===== config.mk =====
export PLATFORM = sky130hd
export DESIGN_NAME = pie_expander
export DESIGN_NICKNAME = d
export VERILOG_FILES = /design/src/pie_pkg.sv /design/src/pie_expander.sv /design/src/pie_src_slot.sv
export SDC_FILE = /design/constraint.sdc
export NUM_CORES = 1
export LEC_CHECK = 0
export BUFFER_PORTS_ARGS = -buffer_cell sky130_fd_sc_hd__clkbuf_2
export CORE_ASPECT_RATIO = 1.1
export CORE_MARGIN = 10
export CORE_UTILIZATION = 43
export DETAILED_ROUTE_END_ITERATION = 6
export PLACE_DENSITY = 0.73
export SLEW_MARGIN = 10
export SYNTH_ARGS = -nofsm -noshare
export SYNTH_HDL_FRONTEND = slang
export SYNTH_SLANG_ARGS = --single-unit

===== constraint.sdc =====
create_clock -name sys_clk -period 4.3 [get_ports sys_clk]
set_input_delay 0.86 -clock sys_clk [delete_from_list [all_inputs] [get_ports sys_clk]]
set_output_delay 0.86 -clock sys_clk [all_outputs]
set_load 0.1 [all_outputs]

===== src/pie_pkg.sv =====
// Package of constants for the peripheral interrupt expander
`default_nettype none
package pie_pkg;

  // Source indices into the request vector
  localparam int PIE_SRC_COUNT = 11;
  localparam int PIE_SRC_TB_PRD = 0;
  localparam int PIE_SRC_TB_CMP = 1;
  localparam int PIE_SRC_TB_UF = 2;
  localparam int PIE_SRC_TB_OF = 3;
  localparam int PIE_SRC_TD_PRD = 4;
  localparam int PIE_SRC_TD_CMP = 5;
  localparam int PIE_SRC_TD_UF = 6;
  localparam int PIE_SRC_TD_OF = 7;
  localparam int PIE_SRC_SPI = 8;
  localparam int PIE_SRC_XA = 9;
  localparam int PIE_SRC_XB = 10;

  // Pending register bit positions, row 0
  localparam int PIE_R0_XA_BIT = 2;
  localparam int PIE_R0_XB_BIT = 3;
  localparam int PIE_R0_SPI_BIT = 4;
  // Row 1
  localparam int PIE_R1_TB_PRD_BIT = 0;
  localparam int PIE_R1_TB_CMP_BIT = 1;
  localparam int PIE_R1_TB_UF_BIT = 2;
  localparam int PIE_R1_TB_OF_BIT = 3;
  localparam int PIE_R1_SPI_BIT = 7;
  localparam int PIE_R1_XA_BIT = 13;
  localparam int PIE_R1_XB_BIT = 14;
  // Row 2
  localparam int PIE_R2_TD_PRD_BIT = 8;
  localparam int PIE_R2_TD_CMP_BIT = 9;
  localparam int PIE_R2_TD_UF_BIT = 10;
  localparam int PIE_R2_TD_OF_BIT = 11;

  // Overall priorities, smaller number wins
  localparam logic [5:0] PIE_PRI_TB_PRD = 6'h1C;
  localparam logic [5:0] PIE_PRI_TB_CMP = 6'h1D;
  localparam logic [5:0] PIE_PRI_TB_UF = 6'h1E;
  localparam logic [5:0] PIE_PRI_TB_OF = 6'h1F;
  localparam logic [5:0] PIE_PRI_TD_PRD = 6'h20;
  localparam logic [5:0] PIE_PRI_TD_CMP = 6'h21;
  localparam logic [5:0] PIE_PRI_TD_UF = 6'h22;
  localparam logic [5:0] PIE_PRI_TD_OF = 6'h23;
  localparam logic [5:0] PIE_PRI_SPI = 6'h2A;
  localparam logic [5:0] PIE_PRI_XA = 6'h30;
  localparam logic [5:0] PIE_PRI_XB = 6'h31;
  // High-priority mode places these on line one ahead of the timers
  localparam logic [5:0] PIE_PRI_XA_HI = 6'h07;
  localparam logic [5:0] PIE_PRI_XB_HI = 6'h08;
  localparam logic [5:0] PIE_PRI_SPI_HI = 6'h09;

  // Peripheral vector codes
  localparam logic [15:0] PIE_VEC_TB_PRD = 16'h002B;
  localparam logic [15:0] PIE_VEC_TB_CMP = 16'h002C;
  localparam logic [15:0] PIE_VEC_TB_UF = 16'h002D;
  localparam logic [15:0] PIE_VEC_TB_OF = 16'h002E;
  localparam logic [15:0] PIE_VEC_TD_PRD = 16'h0039;
  localparam logic [15:0] PIE_VEC_TD_CMP = 16'h003A;
  localparam logic [15:0] PIE_VEC_TD_UF = 16'h003B;
  localparam logic [15:0] PIE_VEC_TD_OF = 16'h003C;
  localparam logic [15:0] PIE_VEC_SPI = 16'h0005;
  localparam logic [15:0] PIE_VEC_XA = 16'h0001;
  localparam logic [15:0] PIE_VEC_XB = 16'h0011;
  localparam logic [15:0] PIE_VEC_PHANTOM = 16'h0000;

  // CPU line vector addresses
  localparam logic [15:0] PIE_CPU_VEC_ONE = 16'h0002;
  localparam logic [15:0] PIE_CPU_VEC_THREE = 16'h0006;
  localparam logic [15:0] PIE_CPU_VEC_FIVE = 16'h000A;
  localparam logic [15:0] PIE_CPU_VEC_SIX = 16'h000C;

  // Line codes
  typedef enum logic [1:0] {
    PIE_LINE_ONE = 2'b00,
    PIE_LINE_THREE = 2'b01,
    PIE_LINE_FIVE = 2'b10,
    PIE_LINE_SIX = 2'b11
  } pie_line_t;

  localparam logic [15:0] PIE_REG_RESET = 16'h0000;

endpackage
`default_nettype wire


===== src/pie_expander.sv =====
// Peripheral interrupt expander: pending flags, line routing, vectors
`timescale 1ns/10ps
`default_nettype none
module pie_expander
  import pie_pkg::*;
(
  input wire logic sys_clk,
  input wire logic reset,
  input wire logic timer_b_period_irq,
  input wire logic timer_b_compare_irq,
  input wire logic timer_b_underflow_irq,
  input wire logic timer_b_overflow_irq,
  input wire logic timer_d_period_irq,
  input wire logic timer_d_compare_irq,
  input wire logic timer_d_underflow_irq,
  input wire logic timer_d_overflow_irq,
  input wire logic serial_periph_irq,
  input wire logic ext_pin_irq_a,
  input wire logic ext_pin_irq_b,
  input wire logic serial_hi_mode,
  input wire logic ext_pin_hi_mode,
  input wire logic ack_valid,
  input wire logic [1:0] ack_line,
  output logic cpu_line_one,
  output logic cpu_line_three,
  output logic cpu_line_five,
  output logic cpu_line_six,
  output logic ack_done,
  output logic [15:0] periph_vector,
  output logic [15:0] pending_row0,
  output logic [15:0] pending_row1,
  output logic [15:0] pending_row2
);
  localparam int N = PIE_SRC_COUNT;

  logic [N-1:0] req;
  logic [N-1:0] hi;
  logic [N-1:0] pend;
  logic [N-1:0] clr;
  logic [1:0] line_lo [N];
  logic [1:0] line_hi [N];
  logic [5:0] pri_lo [N];
  logic [5:0] pri_hi [N];
  logic [1:0] line [N];
  logic [5:0] pri [N];
  logic [15:0] vec [N];

  assign req = {ext_pin_irq_b, ext_pin_irq_a, serial_periph_irq,
                timer_d_overflow_irq, timer_d_underflow_irq,
                timer_d_compare_irq, timer_d_period_irq,
                timer_b_overflow_irq, timer_b_underflow_irq,
                timer_b_compare_irq, timer_b_period_irq};
  // Timers have no high-priority placement, so their mode bit is tied low
  assign hi = {ext_pin_hi_mode, ext_pin_hi_mode, serial_hi_mode, 8'h00};

  // Static routing table per source
  always_comb begin
    for (int i = 0; i < N; i++) begin
      line_lo[i] = PIE_LINE_THREE;
      line_hi[i] = PIE_LINE_THREE;
      pri_lo[i] = 6'h3F;
      pri_hi[i] = 6'h3F;
      vec[i] = PIE_VEC_PHANTOM;
    end
    pri_lo[PIE_SRC_TB_PRD] = PIE_PRI_TB_PRD;
    vec[PIE_SRC_TB_PRD] = PIE_VEC_TB_PRD;
    pri_lo[PIE_SRC_TB_CMP] = PIE_PRI_TB_CMP;
    vec[PIE_SRC_TB_CMP] = PIE_VEC_TB_CMP;
    pri_lo[PIE_SRC_TB_UF] = PIE_PRI_TB_UF;
    vec[PIE_SRC_TB_UF] = PIE_VEC_TB_UF;
    pri_lo[PIE_SRC_TB_OF] = PIE_PRI_TB_OF;
    vec[PIE_SRC_TB_OF] = PIE_VEC_TB_OF;
    pri_lo[PIE_SRC_TD_PRD] = PIE_PRI_TD_PRD;
    vec[PIE_SRC_TD_PRD] = PIE_VEC_TD_PRD;
    pri_lo[PIE_SRC_TD_CMP] = PIE_PRI_TD_CMP;
    vec[PIE_SRC_TD_CMP] = PIE_VEC_TD_CMP;
    pri_lo[PIE_SRC_TD_UF] = PIE_PRI_TD_UF;
    vec[PIE_SRC_TD_UF] = PIE_VEC_TD_UF;
    pri_lo[PIE_SRC_TD_OF] = PIE_PRI_TD_OF;
    vec[PIE_SRC_TD_OF] = PIE_VEC_TD_OF;
    line_lo[PIE_SRC_SPI] = PIE_LINE_FIVE;
    pri_lo[PIE_SRC_SPI] = PIE_PRI_SPI;
    vec[PIE_SRC_SPI] = PIE_VEC_SPI;
    line_hi[PIE_SRC_SPI] = PIE_LINE_ONE;
    pri_hi[PIE_SRC_SPI] = PIE_PRI_SPI_HI;
    line_lo[PIE_SRC_XA] = PIE_LINE_SIX;
    pri_lo[PIE_SRC_XA] = PIE_PRI_XA;
    vec[PIE_SRC_XA] = PIE_VEC_XA;
    line_hi[PIE_SRC_XA] = PIE_LINE_ONE;
    pri_hi[PIE_SRC_XA] = PIE_PRI_XA_HI;
    line_lo[PIE_SRC_XB] = PIE_LINE_SIX;
    pri_lo[PIE_SRC_XB] = PIE_PRI_XB;
    vec[PIE_SRC_XB] = PIE_VEC_XB;
    line_hi[PIE_SRC_XB] = PIE_LINE_ONE;
    pri_hi[PIE_SRC_XB] = PIE_PRI_XB_HI;
  end

  for (genvar g = 0; g < N; g++) begin : g_slot
    pie_src_slot u_slot (
      .sys_clk(sys_clk),
      .reset(reset),
      .req(req[g]),
      .clr(clr[g]),
      .hi_mode(hi[g]),
      .line_lo(line_lo[g]),
      .line_hi(line_hi[g]),
      .pri_lo(pri_lo[g]),
      .pri_hi(pri_hi[g]),
      .pend(pend[g]),
      .line(line[g]),
      .pri(pri[g])
    );
  end

  // Winner search on the acknowledged line; no winner gives phantom
  logic found;
  logic [5:0] best_pri;
  logic [15:0] best_vec;
  always_comb begin
    found = 1'b0;
    best_pri = 6'h3F;
    best_vec = PIE_VEC_PHANTOM;
    clr = '0;
    for (int i = 0; i < N; i++) begin
      if (pend[i] && line[i] == ack_line && pri[i] <= best_pri) begin
        found = 1'b1;
        best_pri = pri[i];
        best_vec = vec[i];
      end
    end
    // Priorities are unique per mode, so only one source can match here
    for (int i = 0; i < N; i++) begin
      clr[i] = ack_valid && found && pend[i] && line[i] == ack_line &&
               pri[i] == best_pri;
    end
  end

  // Output registers
  logic [3:0] lines_d;
  logic [3:0] lines_q;
  logic ack_d;
  logic ack_q;
  logic [15:0] vec_d;
  logic [15:0] vec_q;
  logic [15:0] row0_d;
  logic [15:0] row1_d;
  logic [15:0] row2_d;
  logic [15:0] row0_q;
  logic [15:0] row1_q;
  logic [15:0] row2_q;

  // Lines drop at the acknowledge edge so the core never sees a stale
  // request; the pending image lags the flags by one cycle instead
  always_comb begin
    lines_d = 4'h0;
    for (int i = 0; i < N; i++) begin
      if (pend[i] && !clr[i]) begin
        lines_d[line[i]] = 1'b1;
      end
    end
    ack_d = ack_valid;
    vec_d = ack_valid ? best_vec : vec_q;
    row0_d = PIE_REG_RESET;
    row1_d = PIE_REG_RESET;
    row2_d = PIE_REG_RESET;
    row1_d[PIE_R1_TB_PRD_BIT] = pend[PIE_SRC_TB_PRD];
    row1_d[PIE_R1_TB_CMP_BIT] = pend[PIE_SRC_TB_CMP];
    row1_d[PIE_R1_TB_UF_BIT] = pend[PIE_SRC_TB_UF];
    row1_d[PIE_R1_TB_OF_BIT] = pend[PIE_SRC_TB_OF];
    row2_d[PIE_R2_TD_PRD_BIT] = pend[PIE_SRC_TD_PRD];
    row2_d[PIE_R2_TD_CMP_BIT] = pend[PIE_SRC_TD_CMP];
    row2_d[PIE_R2_TD_UF_BIT] = pend[PIE_SRC_TD_UF];
    row2_d[PIE_R2_TD_OF_BIT] = pend[PIE_SRC_TD_OF];
    row1_d[PIE_R1_SPI_BIT] = pend[PIE_SRC_SPI] & ~serial_hi_mode;
    row0_d[PIE_R0_SPI_BIT] = pend[PIE_SRC_SPI] & serial_hi_mode;
    row1_d[PIE_R1_XA_BIT] = pend[PIE_SRC_XA] & ~ext_pin_hi_mode;
    // A mode switch moves a pending flag to its new row at the next clock edge
    row1_d[PIE_R1_XB_BIT] = pend[PIE_SRC_XB] & ~ext_pin_hi_mode;
    row0_d[PIE_R0_XA_BIT] = pend[PIE_SRC_XA] & ext_pin_hi_mode;
    row0_d[PIE_R0_XB_BIT] = pend[PIE_SRC_XB] & ext_pin_hi_mode;
  end

  always_ff @(posedge sys_clk) begin
    if (reset) begin
      lines_q <= 4'h0;
      ack_q <= 1'b0;
      vec_q <= PIE_VEC_PHANTOM;
      row0_q <= PIE_REG_RESET;
      row1_q <= PIE_REG_RESET;
      row2_q <= PIE_REG_RESET;
    end else begin
      lines_q <= lines_d;
      ack_q <= ack_d;
      vec_q <= vec_d;
      row0_q <= row0_d;
      row1_q <= row1_d;
      row2_q <= row2_d;
    end
  end

  assign cpu_line_one = lines_q[PIE_LINE_ONE];
  assign cpu_line_three = lines_q[PIE_LINE_THREE];
  assign cpu_line_five = lines_q[PIE_LINE_FIVE];
  assign cpu_line_six = lines_q[PIE_LINE_SIX];
  assign ack_done = ack_q;
  assign periph_vector = vec_q;
  assign pending_row0 = row0_q;
  assign pending_row1 = row1_q;
  assign pending_row2 = row2_q;
endmodule
`default_nettype wire


===== src/pie_src_slot.sv =====
// One pending flag with its routing for the current mode
`timescale 1ns/10ps
`default_nettype none
module pie_src_slot
  import pie_pkg::*;
(
  input wire logic sys_clk,
  input wire logic reset,
  input wire logic req,
  input wire logic clr,
  input wire logic hi_mode,
  input wire logic [1:0] line_lo,
  input wire logic [1:0] line_hi,
  input wire logic [5:0] pri_lo,
  input wire logic [5:0] pri_hi,
  output logic pend,
  output logic [1:0] line,
  output logic [5:0] pri
);
  logic pend_q;
  logic pend_d;

  // A new request in the clear cycle wins so the event is not lost
  always_comb begin
    pend_d = (pend_q & ~clr) | req;
  end

  always_ff @(posedge sys_clk) begin
    if (reset) begin
      pend_q <= 1'b0;
    end else begin
      pend_q <= pend_d;
    end
  end

  assign pend = pend_q;
  assign line = hi_mode ? line_hi : line_lo;
  assign pri = hi_mode ? pri_hi : pri_lo;
endmodule
`default_nettype wire


# --- Word level (Yosys, flattened, before mapping) ---
# Cells that the tools add are included.
totals:
  in_bits: 18
  elab_cells: 224
  regBits: 80
classes:
  reduce_logical: 79
  eq_ne: 14
  n_bitwise: 44
  mux: 53
  order_cmp: 14
ops:
  columns: ["operator", "count"]
  rows:
  - ["16-bit 2-to-1 mux", 10]
  - ["6-bit 2-to-1 mux", 15]
  - ["1-bit logical AND", 68]
  - ["5-bit by 6-bit == test with 1-bit output, first input constant", 4]
  - ["6-bit == test, first input constant", 4]
  - ["6-bit less-or-equal comparator, first input constant", 4]
  - ["2-bit 2-to-1 mux", 10]
  - ["6-bit == test", 3]
  - ["5-bit by 6-bit less-or-equal comparator with 1-bit output, first input constant", 3]
  - ["6-bit less-or-equal comparator", 3]
  - ["1-bit bitwise AND", 17]
  - ["1-bit 2-to-1 mux", 13]
  - ["1-bit NOT", 13]
  - ["4-bit 2-to-1 mux", 3]
  - ["4-bit bitwise OR", 3]
  - ["1-bit logical NOT", 11]
  - ["1-bit bitwise OR", 11]
  - ["2-bit by 3-bit < comparator with 1-bit output, second input constant", 2]
  - ["1-bit demux with 2-bit select", 2]
  - ["2-bit == test", 2]
  - ["2-bit by 1-bit >= comparator with 1-bit output, second input constant", 2]
  - ["1-bit by 2-bit == test with 1-bit output, first input constant", 1]

# --- Longest topological paths before layout ---
depth:
  ltp_word: 53
  mapped_depth: 19
  ltp_nobuf: 18

# --- Hierarchy ---
# Synthesis repeated with hierarchy kept, for this count alone.
unflattened:
  hier_cells: 1211
  area_unflattened_um2: 9492.9
modules_own_cells:
  columns: ["mod", "n_inst", "cells_each", "seq_area_each_um2", "area_per_inst_um2"]
  rows:
  - ["pie_expander", 1, 1068, 480.5, 7662.3]
  - ["pie_src_slot", 11, 13, 20.0, 166.4]

# --- Worst setup path before layout ---
# Ideal clock, no wire load.
synth_timing:
  kind: "input -> register"
  startpoint: "input ack_line[1]"
  endpoint: "register lines_q[3]"
  arrival_ns: 4.397
  setup_time_ns: 0.086
  n_path_buf: 0
  path_slack_ns: -0.182
  cell_stages: 17
  path_cell_list: "nand2b_1 nor2_1 ha_1 or3b_1 o22ai_1 ha_1 a221oi_1 nor2_1 nor2_1 ha_1 a21oi_1 nand2_1 o22ai_1 nor4b_2 nor3_2 o21ai_0 a211oi_1"
synth_via:
  elab_chain_cells: 44
  elab_cells_between_ends: 80
  classes_between: "order compare (10); eq/ne (6); mux (25); bitwise (2); reduce/logical (37)"
synth_lines:
  columns: ["item", "line_no", "text"]
  rows:
  - ["from (decl)", "pie_expander.sv:23", "input wire logic [1:0] ack_line,"]
  - ["parallel branches: the longest is 43 deep, another holds 5-bit by 6-bit less-or-equal comparator with 1-bit output", null, null]
  - ["4-bit 2-to-1 mux *", "pie_expander.sv:157", "if (pend[i] && !clr[i]) begin"]
  - ["to (signal assigned)", "pie_expander.sv:192", "lines_q <= lines_d;"]
  - ["to (decl)", "pie_expander.sv:140", "logic [3:0] lines_q;"]
# Every way passes the cells marked *.
# A chain may end at the register's enable or synchronous reset.

# --- Final worst setup path ---
layout_timing:
  startpoint: "input ack_line[1]"
  endpoint: "register vec_q[2] (netlist: periph_vector[2])"
layout_via:
  elab_chain_cells: 33
  elab_cells_between_ends: 54
  classes_between: "order compare (10); eq/ne (3); mux (20); reduce/logical (21)"
layout_lines:
  columns: ["item", "line_no", "text"]
  rows:
  - ["1-bit by 2-bit == test with 1-bit output", "pie_expander.sv:125", "if (pend[i] && line[i] == ack_line && pri[i] <= best_pri) begin"]
  - ["1-bit logical AND", "pie_expander.sv:125", null]
  - ["6-bit 2-to-1 mux", "pie_expander.sv:125", null]
  - ["5-bit by 6-bit less-or-equal comparator with 1-bit output", "pie_expander.sv:125", null]
  - ["1-bit logical AND", "pie_expander.sv:125", null]
  - ["6-bit 2-to-1 mux", "pie_expander.sv:125", null]
  - ["5-bit by 6-bit less-or-equal comparator with 1-bit output", "pie_expander.sv:125", null]
  - ["1-bit logical AND", "pie_expander.sv:125", null]
  - ["[... 17 more ...]", null, null]
  - ["1-bit logical AND", "pie_expander.sv:125", null]
  - ["6-bit 2-to-1 mux", "pie_expander.sv:125", null]
  - ["6-bit less-or-equal comparator", "pie_expander.sv:125", null]
  - ["1-bit logical AND", "pie_expander.sv:125", null]
  - ["6-bit 2-to-1 mux", "pie_expander.sv:125", null]
  - ["6-bit less-or-equal comparator", "pie_expander.sv:125", null]
  - ["1-bit logical AND", "pie_expander.sv:125", null]
  - ["16-bit 2-to-1 mux *", "pie_expander.sv:125", null]
  - ["to (signal assigned)", "pie_expander.sv:194", "vec_q <= vec_d;"]
  - ["to (decl)", "pie_expander.sv:144", "logic [15:0] vec_q;"]
# Every way passes the cells marked *; elsewhere a longest branch is shown, timed or not.

==> impl_results.md <==
- Synth Area per Inst: 8.20 um2
- Worst Setup End Kind: flop
- Iteration-0 DRC Markers: 98
- Via count: 1,847
- Fin worst setup slack: 0.201 ns
- First-pass GRT wire length: 8310 um
- Hold depth: 2
- Sink of the worst hold path: periph_vector[2]
- H-tree depth: 2
- Area grow syn2layout: 21.3%
- Clock latency on the worst-skew pair: 0.29 ns
- Max Slew Vio Count: 0
- RePlAce Congestion: 0.882
- Main synth FF type: dfxtp_1
- WL/cell: 14.0 um
- Final hold vios: 0
- Hold slack final: 0.477 ns
- Synth top cells by count: 45 x buf_4, 35 x dfxtp_1, 26 x nor2_1, 17 x a21oi_1, 14 x nand2_1
- FP Rows: 26
- Synth area leaders: dfxtp_1 33%, buf_4 16%, nor2_1 4.6%, ha_1 4.2%, a21oi_1 4.1%
- N_diodes: 0
- DPL Wire Length: 4120 um
- Clock buffer count from CTS: 5
- Nets@finish: 342
- DRT Wirelength: 5250 um
- Complex-gate fraction of the synthesized area: 0.173
- DIE WIDTH: 86.6 um
- Synth Warn #: 0
- FF-to-FF setup slack: 0.21 ns
- Post-synth EDFFs: 0
- Post-synthesis cell type count: 54
- Relative slew margins: 0.570
- Root Driver: clkbuf_8
- Drt via density: 4.94
- FMAX: 244 MHz
- Power Density: 424 mW/mm2
- CTS tree: built
- Mux contribution to synthesized area: 0
- Req. time, crit path: 4.52 ns
- Met1 Track Usage GR: 0.141
- Reg-to-Reg End: periph_vector[2]
- Largest area contributor in the netlist: dfxtp_1
- Adder-Cell Fraction of Synth Area: 0.0417
- Synth Instances: 256
- Grt ovf: 0
- Fraction of registers with async set/reset: 0
- Largest family of logic cells by synthesized area: simple AND/OR/NAND/NOR gates
- Share of the synthesized area in the top cell type: 0.334
- Initial antenna violation count: 0
- Overall Power: 1.08 mW
- Hold_sp: periph_vector[2]
- Yosys reg bits: 35
- Clock buffer depth: 2
- Busiest grt layer: met2
- Crit path kind: input port to flop
- Initial Util: 0.448
- Die height: 93.3 um
- Arrival time worst endpoint: 4.32 ns
- Max-cap violations: 0
- Post-DRT Antenna Nets: 0
- R2R depth: 17
- Post-synthesis sequential area ratio: 0.334
- Xor/xnor share of the synthesized area: 0.00417
- CORE AREA: 0.00468 mm2
- Min Tclk post-route: 4.10 ns
- DRC viols: 0
- Crit start category: input port
- CTS clk-pin slew, worst paths: 0.07 ns
- DRT Pass-1 Iters: 4
- Top Ports: 87
- Tcrit/Tclk final: 0.953
- PortBufs: 42
- Final setup vio count: 0
- Layout cells sized above 1: 0.299
- Largest net degree at the start of global routing: 33
- Largest fanout on the critical path: 6
- Top-count cell post-synth: buf_4
- Global Route Usage Sum: 0.122
- Reg2Reg Launch Point: g_slot[0].u_slot.pend
- Hold Crit Class: flop to flop
- Status: completed
- Clock Sinks: 35
- VDD IR max: 164 uV
- Met2 Use GR: 0.200
- Netlist Area Pre-Place: 0.00210 mm2
- Setup Skew: 0.00477 ns
- Vias in the first global route: 1,863
- Die ar.: 0.00808 mm2
- Leakage: 1.20 nW
- Worst slew pin tran: 0.645 ns
- Fillers: 456
- Pre-CTS WS: -0.219 ns
- Met3 Usage GRT: 0.0391
- Synth Area in Simple Gates: 0.251
- Hold_buf cts: 0
## worst max-delay path by stage
stage | startpoint | endpoint | slack [ns] | depth (start not counted)
floorplan | ack_line[1] | periph_vector[2] | 0.009 | 17
global placement | ack_line[1] | lines_q[3] | -0.09 | 18
detailed placement | ack_line[1] | lines_q[3] | -0.22 | 18
CTS | ack_line[1] | lines_q[3] | 0.05 | 18
global route | ack_line[1] | periph_vector[2] | -0.03 | 18
finish | ack_line[1] | periph_vector[2] | 0.20 | 18
## power breakdown
group	internal, mW	total (mW)	switching (mW)
clock network	0.172	0.294	0.122
logic	0.0778	0.429	0.351
registers	0.344	0.357	0.0125
total	0.594	1.08	0.485
## cells by family after synthesis
kind of cell    after synthesis
flops                        35
simple gates                 96
xor+xnor                      1
buf+inv                      63
fa+ha+maj                     7
compound gates               53
other cells                   1
## layout make-up
class                   instances  area, um2  area share
clock buffers                   5       68.8      0.0270
well taps                      56       70.1      0.0275
repair buffers                 63        368       0.144
inverters                      11       41.3      0.0162
multi-input cells             201       1250       0.493
clock inverters                 3       43.8      0.0172
flip-flops and latches         35        701       0.275
## state kept, by name, indices dropped and copies added (netlist names)
| signal | cells |
|---|---|
| pending_row0 | 3 |
| lines_q | 4 |
| pending_row1 | 7 |
| pending_row2 | 4 |
| periph_vector | 5 |
| g_slot.u_slot.pend | 11 |
| ack_done | 1 |
## per-layer routing
metal	share of wire	up-vias
li1	-	918
met1	0.43	849
met2	0.48	73
met3	0.077	7
met4	0.019	0
met5	0	-
## worst max-delay path, cell delays in order
cell	delay (ns)
clkbuf_2	0.09
nand2b_1	0.12
nor2_1	0.06
ha_2	0.19
or3b_4	0.39
o22ai_4	0.21
ha_4	0.24
nand2_4	0.08
nor3b_4	0.26
nor2_2	0.09
ha_1	0.34
nand3_1	0.10
nor2_2	0.10
o22ai_2	0.12
nor4b_4	0.36
nor3_4	0.10
or4_4	0.49
a21oi_2	0.11
## cell usage in the layout, fill, tap and decap left out, drive strengths merged, types with 4 or more instances in the layout
cell	netlist	final
inv	11	11
o21ai	8	8
a21oi	17	17
o22ai	4	4
clkbuf	6	47
buf	46	21
nor2	26	26
ha	7	7
nor3b	4	4
nand2b	5	5
conb	1	44
nor2b	13	13
dfxtp	35	35
nand3	7	7
nand2	14	14
a211oi	6	6
nor3	8	8
## metrics by stage
step / std cells / utilization / area (um2) / TNS [ns]
2_1_floorplan: 299 / - / 2310 / 0
3_3_place_gp: 364 / 0.505 / 2370 / -0.255
3_5_place_dp: 364 / 0.505 / 2370 / -1.04
4_1_cts: 372 / 0.529 / 2480 / 0
5_1_grt: 374 / 0.544 / 2550 / -0.0513
6_report: 374 / 0.544 / 2550 / 0
## repair_timing
item	4_1_cts	5_1_grt
gates resized for setup	0	14
endpoints found under the setup margin	0	9
setup buffers	0	2
Power figures use the tool's default switching activity.
